[src/core/gpw_pkg.sv]
// constants and types shared by the two-port gpio block with wake select
// Notes on behaviour
// - wake select bit: 0 gpio, 1 wake input
// - wake select 8-bit read/write, resets to zero
// - wake input ignores the direction bit
// - pins float in reset/standby, hold in sleep
// - standby pin with pull-up on reads high
// - port5 pull-up on only if input and enabled
// - all pull-ups off after reset
// - port6 latch read: latch if output, else pin
// - port6 output latch resets to zero
// - port6 direction: 1 output, 0 input, resets zero
// - port6 direction write-only, reads all ones
// - port6 pull-up on only if input and enabled
// - port6 pull-up control read/write, resets zero
// - port6 registers at ffd9, ffe9, ff9f
// - port5 read: latch if output, else pin
// - port5 direction: 1 output, 0 input
// - port5 direction and latch only for gpio pins
// - port5 direction write-only, reads all ones
package gpw_pkg;

  //////////////////////////////////////////////////////////////////////////////
  // bus geometry: register index times four is the byte address
  localparam int unsigned ADDR_W = 18;          // covers index 16'hffe9 * 4
  localparam int unsigned DATA_W = 32;          // axi4-lite data width
  localparam int unsigned IDX_W  = 16;          // width of a register index

  //////////////////////////////////////////////////////////////////////////////
  // register indices
  localparam logic [15:0] IDX_P5_LATCH = 16'hffd8;  // port5_output_latch
  localparam logic [15:0] IDX_P5_DIR   = 16'hffe8;  // port5_direction
  localparam logic [15:0] IDX_P5_PU    = 16'hff9e;  // port5_pullup_enable
  localparam logic [15:0] IDX_P5_WAKE  = 16'hff9b;  // port5_wake_select
  localparam logic [15:0] IDX_P6_LATCH = 16'hffd9;  // port6_output_latch
  localparam logic [15:0] IDX_P6_DIR   = 16'hffe9;  // port6_direction
  localparam logic [15:0] IDX_P6_PU    = 16'hff9f;  // port6_pullup_enable

  //////////////////////////////////////////////////////////////////////////////
  // reset and read-back values, bus responses
  localparam logic [7:0] REG_RESET   = 8'h00;     // every register after reset
  localparam logic [7:0] WO_READBACK = 8'hff;     // write-only registers read this
  localparam logic [1:0] RESP_OKAY   = 2'h0;      // axi okay
  localparam logic [1:0] RESP_SLVERR = 2'h2;      // unmapped address

  //////////////////////////////////////////////////////////////////////////////
  // operating modes signalled by the mode controller
  typedef enum logic [2:0] {
    MODE_ACTIVE,
    MODE_SUBACTIVE,
    MODE_SLEEP,
    MODE_SUBSLEEP,
    MODE_STANDBY,
    MODE_WATCH
  } gpw_mode_e;

endpackage

[src/core/gpw_port.sv]
// one 8-bit port: pin drive, pull-up control and low-power pin states
`timescale 1ns/1ps
`default_nettype none
module gpw_port (
  input  wire logic              aclk,
  input  wire logic              aresetn,
  input  wire gpw_pkg::gpw_mode_e power_mode,
  input  wire logic [7:0]        direction,
  input  wire logic [7:0]        output_latch,
  input  wire logic [7:0]        pullup_enable,
  input  wire logic [7:0]        wake_select,
  output logic [7:0]             pin_out,
  output logic [7:0]             pin_oe,
  output logic [7:0]             pullup_on
);

  // whole state of the port: what the pins show
  typedef struct packed {
    logic [7:0] out;   // driven level
    logic [7:0] oe;    // drive enable
    logic [7:0] pu;    // pull-up switched on
  } gpw_port_s;

  gpw_port_s st;       // registered state
  gpw_port_s next_st;  // next state
  logic [7:0] gpio;    // pins in general i/o function
  logic [7:0] pu_want; // pull-up as the registers ask

  //////////////////////////////////////////////////////////////////////////////
  // next pin state from the mode and the registers
  always_comb
  begin
    next_st = st;
    gpio    = ~wake_select;
    pu_want = pullup_enable & ~direction;
    case (power_mode)
      gpw_pkg::MODE_SLEEP, gpw_pkg::MODE_SUBSLEEP:
      begin
        next_st = st;
      end
      gpw_pkg::MODE_STANDBY, gpw_pkg::MODE_WATCH:
      begin
        // floating, but an enabled pull-up on an input pin keeps the pin high
        next_st.oe  = 8'h00;
        next_st.out = 8'h00;
        next_st.pu  = pu_want;
      end
      default:
      begin
        // wake pins never drive, whatever the direction bit says
        next_st.oe  = direction & gpio;
        next_st.out = output_latch & direction & gpio;
        next_st.pu  = pu_want;
      end
    endcase
    if (!aresetn)
    begin
      next_st = '0;
    end
  end

  // single state register
  always_ff @(posedge aclk)
  begin
    st <= next_st;
  end

  // reset is a level, so it floats the pins before the first edge too
  assign pin_out   = st.out;
  assign pin_oe    = st.oe & {8{aresetn}};
  assign pullup_on = st.pu & {8{aresetn}};
endmodule
`default_nettype wire

[src/core/gpw_top.sv]
// two 8-bit gpio ports with wake select, axi4-lite register slave
//
// Implementation choice: register access over AXI4-Lite.
`timescale 1ns/1ps
`default_nettype none
module gpw_top (
  input  wire logic                    aclk,
  input  wire logic                    aresetn,
  // axi4-lite write address
  input  wire logic [17:0]             awaddr,
  input  wire logic [2:0]              awprot,
  input  wire logic                    awvalid,
  output logic                         awready,
  // axi4-lite write data
  input  wire logic [31:0]             wdata,
  input  wire logic [3:0]              wstrb,
  input  wire logic                    wvalid,
  output logic                         wready,
  // axi4-lite write response
  output logic [1:0]                   bresp,
  output logic                         bvalid,
  input  wire logic                    bready,
  // axi4-lite read address
  input  wire logic [17:0]             araddr,
  input  wire logic [2:0]              arprot,
  input  wire logic                    arvalid,
  output logic                         arready,
  // axi4-lite read data
  output logic [31:0]                  rdata,
  output logic [1:0]                   rresp,
  output logic                         rvalid,
  input  wire logic                    rready,
  // operating mode from the mode controller, same clock
  input  wire gpw_pkg::gpw_mode_e      power_mode,
  // first port pins
  input  wire logic [7:0]              first_port_pin_in,
  output logic [7:0]                   first_port_pin_out,
  output logic [7:0]                   first_port_pin_oe,
  output logic [7:0]                   first_port_pullup_on,
  // second port pins
  input  wire logic [7:0]              second_port_pin_in,
  output logic [7:0]                   second_port_pin_out,
  output logic [7:0]                   second_port_pin_oe,
  output logic [7:0]                   second_port_pullup_on,
  // wake input levels, active low, idle high on gpio pins
  output logic [7:0]                   wake_input_pin
);

  //////////////////////////////////////////////////////////////////////////////
  // whole state of the block
  typedef struct packed {
    logic [7:0]  p5_latch;   // port5_output_latch
    logic [7:0]  p5_dir;     // port5_direction
    logic [7:0]  p5_pu;      // port5_pullup_enable
    logic [7:0]  p5_wake;    // port5_wake_select
    logic [7:0]  p6_latch;   // port6_output_latch
    logic [7:0]  p6_dir;     // port6_direction
    logic [7:0]  p6_pu;      // port6_pullup_enable
    logic [15:0] sync1;      // first pin stage, read only by sync2
    logic [15:0] sync2;      // pin levels safe to use
    logic        aw_held;    // write address taken, waiting
    logic [15:0] aw_idx;     // index of the pending write
    logic        w_held;     // write data taken, waiting
    logic [7:0]  w_data;     // low byte of the pending write
    logic        w_en;       // byte lane 0 was strobed
    logic        bvalid;     // write response pending
    logic [1:0]  bresp;      // write response code
    logic        rvalid;     // read data pending
    logic [31:0] rdata;      // read data
    logic [1:0]  rresp;      // read response code
  } gpw_top_s;

  gpw_top_s   st;            // registered state
  gpw_top_s   next_st;       // next state
  logic [7:0] p5_read;       // port5 read-back value
  logic [7:0] p6_read;       // port6 read-back value
  logic [15:0] ar_idx;       // index of the incoming read
  logic        do_write;     // address and data both here

  //////////////////////////////////////////////////////////////////////////////
  // read-back: output pins show the latch, input pins show the live level
  always_comb
  begin
    p5_read = (st.p5_dir & st.p5_latch) | (~st.p5_dir & st.sync2[7:0]);
    p6_read = (st.p6_dir & st.p6_latch) | (~st.p6_dir & st.sync2[15:8]);
  end

  assign ar_idx   = araddr[17:2];
  assign do_write = st.aw_held && st.w_held && !st.bvalid;

  // a new request is taken only while the previous answer is gone
  assign awready = !st.aw_held && !st.bvalid;
  assign wready  = !st.w_held && !st.bvalid;
  assign arready = !st.rvalid;

  //////////////////////////////////////////////////////////////////////////////
  // next state: pin sync, write channel, read channel
  always_comb
  begin
    next_st       = st;
    // two flops on every pin before any logic looks at it
    next_st.sync1 = {second_port_pin_in, first_port_pin_in};
    next_st.sync2 = st.sync1;

    // address and data may come in either order
    if (awvalid && awready)
    begin
      next_st.aw_held = 1'b1;
      next_st.aw_idx  = awaddr[17:2];
    end
    if (wvalid && wready)
    begin
      next_st.w_held = 1'b1;
      next_st.w_data = wdata[7:0];
      next_st.w_en   = wstrb[0];
    end
    if (st.bvalid && bready)
    begin
      next_st.bvalid = 1'b0;
    end

    // registers are only 8 bits, so lane 0 alone carries a write
    if (do_write)
    begin
      next_st.aw_held = 1'b0;
      next_st.w_held  = 1'b0;
      next_st.bvalid  = 1'b1;
      next_st.bresp   = gpw_pkg::RESP_OKAY;
      if (st.aw_idx == gpw_pkg::IDX_P5_LATCH)
      begin
        if (st.w_en) next_st.p5_latch = st.w_data;
      end
      else if (st.aw_idx == gpw_pkg::IDX_P5_DIR)
      begin
        if (st.w_en) next_st.p5_dir = st.w_data;
      end
      else if (st.aw_idx == gpw_pkg::IDX_P5_PU)
      begin
        if (st.w_en) next_st.p5_pu = st.w_data;
      end
      else if (st.aw_idx == gpw_pkg::IDX_P5_WAKE)
      begin
        if (st.w_en) next_st.p5_wake = st.w_data;
      end
      else if (st.aw_idx == gpw_pkg::IDX_P6_LATCH)
      begin
        if (st.w_en) next_st.p6_latch = st.w_data;
      end
      else if (st.aw_idx == gpw_pkg::IDX_P6_DIR)
      begin
        if (st.w_en) next_st.p6_dir = st.w_data;
      end
      else if (st.aw_idx == gpw_pkg::IDX_P6_PU)
      begin
        if (st.w_en) next_st.p6_pu = st.w_data;
      end
      else
      begin
        next_st.bresp = gpw_pkg::RESP_SLVERR;         // unmapped: nothing stored
      end
    end

    // read channel
    if (st.rvalid && rready)
    begin
      next_st.rvalid = 1'b0;
    end
    if (arvalid && arready)
    begin
      next_st.rvalid = 1'b1;
      next_st.rresp  = gpw_pkg::RESP_OKAY;
      next_st.rdata  = 32'h0000_0000;
      if (ar_idx == gpw_pkg::IDX_P5_LATCH)
      begin
        next_st.rdata[7:0] = p5_read;
      end
      else if (ar_idx == gpw_pkg::IDX_P5_DIR)
      begin
        next_st.rdata[7:0] = gpw_pkg::WO_READBACK;
      end
      else if (ar_idx == gpw_pkg::IDX_P5_PU)
      begin
        next_st.rdata[7:0] = st.p5_pu;
      end
      else if (ar_idx == gpw_pkg::IDX_P5_WAKE)
      begin
        next_st.rdata[7:0] = st.p5_wake;
      end
      else if (ar_idx == gpw_pkg::IDX_P6_LATCH)
      begin
        next_st.rdata[7:0] = p6_read;
      end
      else if (ar_idx == gpw_pkg::IDX_P6_DIR)
      begin
        next_st.rdata[7:0] = gpw_pkg::WO_READBACK;
      end
      else if (ar_idx == gpw_pkg::IDX_P6_PU)
      begin
        next_st.rdata[7:0] = st.p6_pu;
      end
      else
      begin
        next_st.rresp = gpw_pkg::RESP_SLVERR;
      end
    end

    // every register returns to its documented reset value
    if (!aresetn)
    begin
      next_st          = '0;
      next_st.p5_latch = gpw_pkg::REG_RESET;
      next_st.p5_dir   = gpw_pkg::REG_RESET;
      next_st.p5_pu    = gpw_pkg::REG_RESET;
      next_st.p5_wake  = gpw_pkg::REG_RESET;
      next_st.p6_latch = gpw_pkg::REG_RESET;
      next_st.p6_dir   = gpw_pkg::REG_RESET;
      next_st.p6_pu    = gpw_pkg::REG_RESET;
    end
  end

  // single state register
  always_ff @(posedge aclk)
  begin
    st <= next_st;
  end

  assign bvalid = st.bvalid;
  assign bresp  = st.bresp;
  assign rvalid = st.rvalid;
  assign rdata  = st.rdata;
  assign rresp  = st.rresp;

  // gpio pins hold the wake line idle high
  assign wake_input_pin = st.sync2[7:0] | ~st.p5_wake;

  //////////////////////////////////////////////////////////////////////////////
  // the two pin drivers; port 6 has no wake function
  gpw_port u_first_port (
    .aclk          (aclk),
    .aresetn       (aresetn),
    .power_mode    (power_mode),
    .direction     (st.p5_dir),
    .output_latch  (st.p5_latch),
    .pullup_enable (st.p5_pu),
    .wake_select   (st.p5_wake),
    .pin_out       (first_port_pin_out),
    .pin_oe        (first_port_pin_oe),
    .pullup_on     (first_port_pullup_on)
  );

  gpw_port u_second_port (
    .aclk          (aclk),
    .aresetn       (aresetn),
    .power_mode    (power_mode),
    .direction     (st.p6_dir),
    .output_latch  (st.p6_latch),
    .pullup_enable (st.p6_pu),
    .wake_select   (8'h00),
    .pin_out       (second_port_pin_out),
    .pin_oe        (second_port_pin_oe),
    .pullup_on     (second_port_pullup_on)
  );
endmodule
`default_nettype wire

[config.mk]
export PLATFORM = sky130hd
export DESIGN_NAME = gpw_top
export DESIGN_NICKNAME = d
export VERILOG_FILES = /design/src/core/gpw_pkg.sv /design/src/core/gpw_port.sv /design/src/core/gpw_top.sv
export SDC_FILE = /design/constraint.sdc
export NUM_CORES = 1
export LEC_CHECK = 0
export ABC_CLOCK_PERIOD_IN_PS = 5500
export BUFFER_PORTS_ARGS = -buffer_cell sky130_fd_sc_hd__buf_2
export CORE_UTILIZATION = 55
export CTS_CLUSTER_SIZE = 16
export DETAILED_ROUTE_END_ITERATION = 6
export HOLD_SLACK_MARGIN = 0.06
export PLACE_DENSITY = 0.83
export SYNTH_ARGS = -nofsm -noshare
export SYNTH_HDL_FRONTEND = slang
export SYNTH_SLANG_ARGS = --single-unit
[constraint.sdc]
create_clock -name aclk -period 5.5 [get_ports aclk]
set_input_delay 0.825 -clock aclk [delete_from_list [all_inputs] [get_ports aclk]]
set_output_delay 0.825 -clock aclk [all_outputs]
set_load 0.005 [all_outputs]
==> results.yml <==
sta:
  rsz0062_at_grt: "no"
  hold_violations: 0
  max_freq_mhz: 400
  tightest_slew_ps: 1100
  slew_viol_final: 0
  fin_tns_setup_ps: 0
  period_needed_ps: 2500
  setup_slack_ps: 3000
  fin_worst_skew_ps: 11.3
  fin_crit_sh_pct: 45.4
  finalSetupViolations: 0
  maxSlewHeadroom_pct: 26.9
final_layout:
  nFillCells: 1140
  fin_util_pct: 64.1
  stdcell_area_sq_um: 8460
  post_route_cells_drive_above_1_share_pct: 19.4
  ff_latch_area_sq_um: 3500
  fin_nets: 1016
  antenna_cells: 0
  stdcell_count: 1100
  syn_to_final_growth_pct: 13.8
  multi_input_area_sq_um: 3360
synthesis:
  synth_area_leaders: "dfxtp_1, and2_1, buf_4"
  synth_top_family_by_area: "simple AND/OR/NAND/NOR gates"
  netlist.area_leader.share_pct: 47.1
  synthMuxAreaShare_pct: 4.31
  synth_adder_area_share_pct: 0
  syn_area_per_cell_sq_um: 8.94
  synth-simple-area-share_pct: 24.9
  yosysSeqAreaShare_pct: 47.1
  syn_area_sq_um: 7430
  yosys_warnings: 0
  synth_edf_count: 0
  synth_compound_area_share_pct: 14.2
  synth_cell_type_count: 50
  synth_ff_type: "dfxtp_1"
  synth_area_leader_cell: "dfxtp_1"
  synth_xor_area_share_pct: 0.236
  ys_seq_elements: 175
  synthArstFlopShare_pct: 0
  syn_inst: 831
min_path:
  hp-class: "reg2reg"
global_route:
  grt_overflow: 0
  antenna_found_initial: 0
  grt_pass1_vias: 5243
  grt_pass1_wl_mm: 27.6
  grt_usage_pct: 25.8
  grt_max_degree: 80
worst_setup_path:
  path_max_fanout: 79
  cp.required_ps: 4680
  endpoint_kind: "output pin"
  worst_ep_arrival_time_ps: 1670
  worstSetupStartpointType: "input port"
  path_class: "in2out"
clock_tree:
  numClockSinks: 175
  htreeDepth: 4
  cts_tree: "done"
  ctsHoldBuffers: 0
  cts.repair.resized: 0
  cts_setup_buffers: 0
  cts_buffers: 17
  cts_buffer_depth: 2
  clkLatencyLatePin_ps: 430
  cts-root-buf: "clkbuf_16"
  clk_pin_slew_worst_paths_ps: 60
placed_design:
  portBuffers: 136
  pre_cts_ws_ps: 2630
  place_area_sq_um: 7870
  dp_cells: 1069
  routabilityCongestion: 0.953
  hpwl_mm: 12.4
status:
  status: "finished clean"
die:
  ioPinCount: 201
  dieArea_sq_um: 14000
  core_area_sq_um: 13200
  die_y_um: 118
  start_util_pct: 56.3
  die_x_um: 118
  rows: 42
route:
  initialDrtViolationCount: 343
  vias_per_cell: 5.38
  avgRoutedWirePerCell_um: 16.1
  drc: 0
  drt-pass1-iter-count: 7
  drt-total-wl_mm: 17.7
  drtAntennaViolNets: 0
  vias: 5923
power:
  leakage_uw: 0.00347
  peakVddDrop_mv: 0.203
  powerDensity_nw_per_um2: 312
run:
  cap_violations: 0
worst max-delay path: stages:
cell and delay (ps):
buf_4 450, and2_1 260, buf_2 130
final timing paths:
| check | to | start | depth (start not counted) | slack, ps |
|---|---|---|---|---|
| setup / recovery | second_port_pin_oe[1] | aresetn | 3 | 3000 |
| setup reg to reg | st[109] | st[62] | 5 | 3160 |
| hold / removal | st[77] | st[93] | 1 | 430 |
| hold reg to reg | st[77] | st[93] | 1 | 430 |
Yosys cell counts, drive strengths merged (4+ instances only):
master	count
dfxtp	175
o31ai	6
nand2	91
a221o	6
o21ai	48
and3	4
nor2b	50
a211oi	6
o221ai	7
nand3b	4
a21oi	30
nor2	20
nand4	11
mux2i	32
nand2b	12
a21boi	26
inv	18
nor3b	18
buf	64
a32o	9
nand3	52
clkbuf	39
and2	68
a22o	9
power breakdown:
| group | switching, uW | internal, uW |
|---|---|---|
| logic | 84.6 | 56.3 |
| clock network | 490 | 688 |
| registers | 22.1 | 1300 |
registers in the layout, indices dropped and copies added (netlist names):
register / flops
rvalid: 1
u_second_port.st: 16
bvalid: 1
rresp: 1
rdata: 8
st: 115
u_first_port.st: 16
u_first_port.pin_out: 8
u_second_port.pin_out: 8
bresp: 1
cell usage in the layout (no fill, tap or decap), drive strengths merged, types with 4 or more instances in the layout:
master    n
nor3b    18
clkbuf   22
mux2i    32
nand4    11
a21oi    30
o21ai    48
inv      20
o31ai     6
a21boi   26
nand3b    4
nand2    91
nor2     20
conb     26
o221ai    7
nand2b   12
a32o      9
nor2b    50
a221o     6
a22o      9
dfxtp   175
clkinv    4
and3      4
a211oi    6
nand3    52
buf     140
and2     68
area by class of cell:
type | count | share of cell area, %
inverters | 18 | 0.799
flip-flops and latches | 175 | 41.4
well taps | 176 | 2.60
repair buffers | 140 | 8.43
clock buffers | 22 | 5.84
clock inverters | 9 | 1.18
multi-input cells | 560 | 39.7
stage by stage:
step | hold WS (ps) | total power (uW)
floorplan | 412 | 1450
finish | 431 | 2640
global route | 451 | 2730
detailed placement | 417 | 1480
global placement | 415 | 1480
CTS | 432 | 2650
metal layers:
metal / GRT usage [%] / share of wire, % / vias up / routed length [um]
met4: 11.9 / 2.7 / 0 / 471
met1: 34.3 / 44 / 2715 / 7890
met2: 40.0 / 46 / 235 / 8100
met3: 5.55 / 7.2 / 32 / 1270
met5: 0 / 0 / - / 0
li1: - / - / 2941 / -
kinds of logic after synthesis:
group,count (synthesis)
simple gates,343
buf+inv,121
other cells,1
compound gates,157
mux,32
flops,175
xor+xnor,2
No activity file was read; power rests on OpenSTA's default activity.
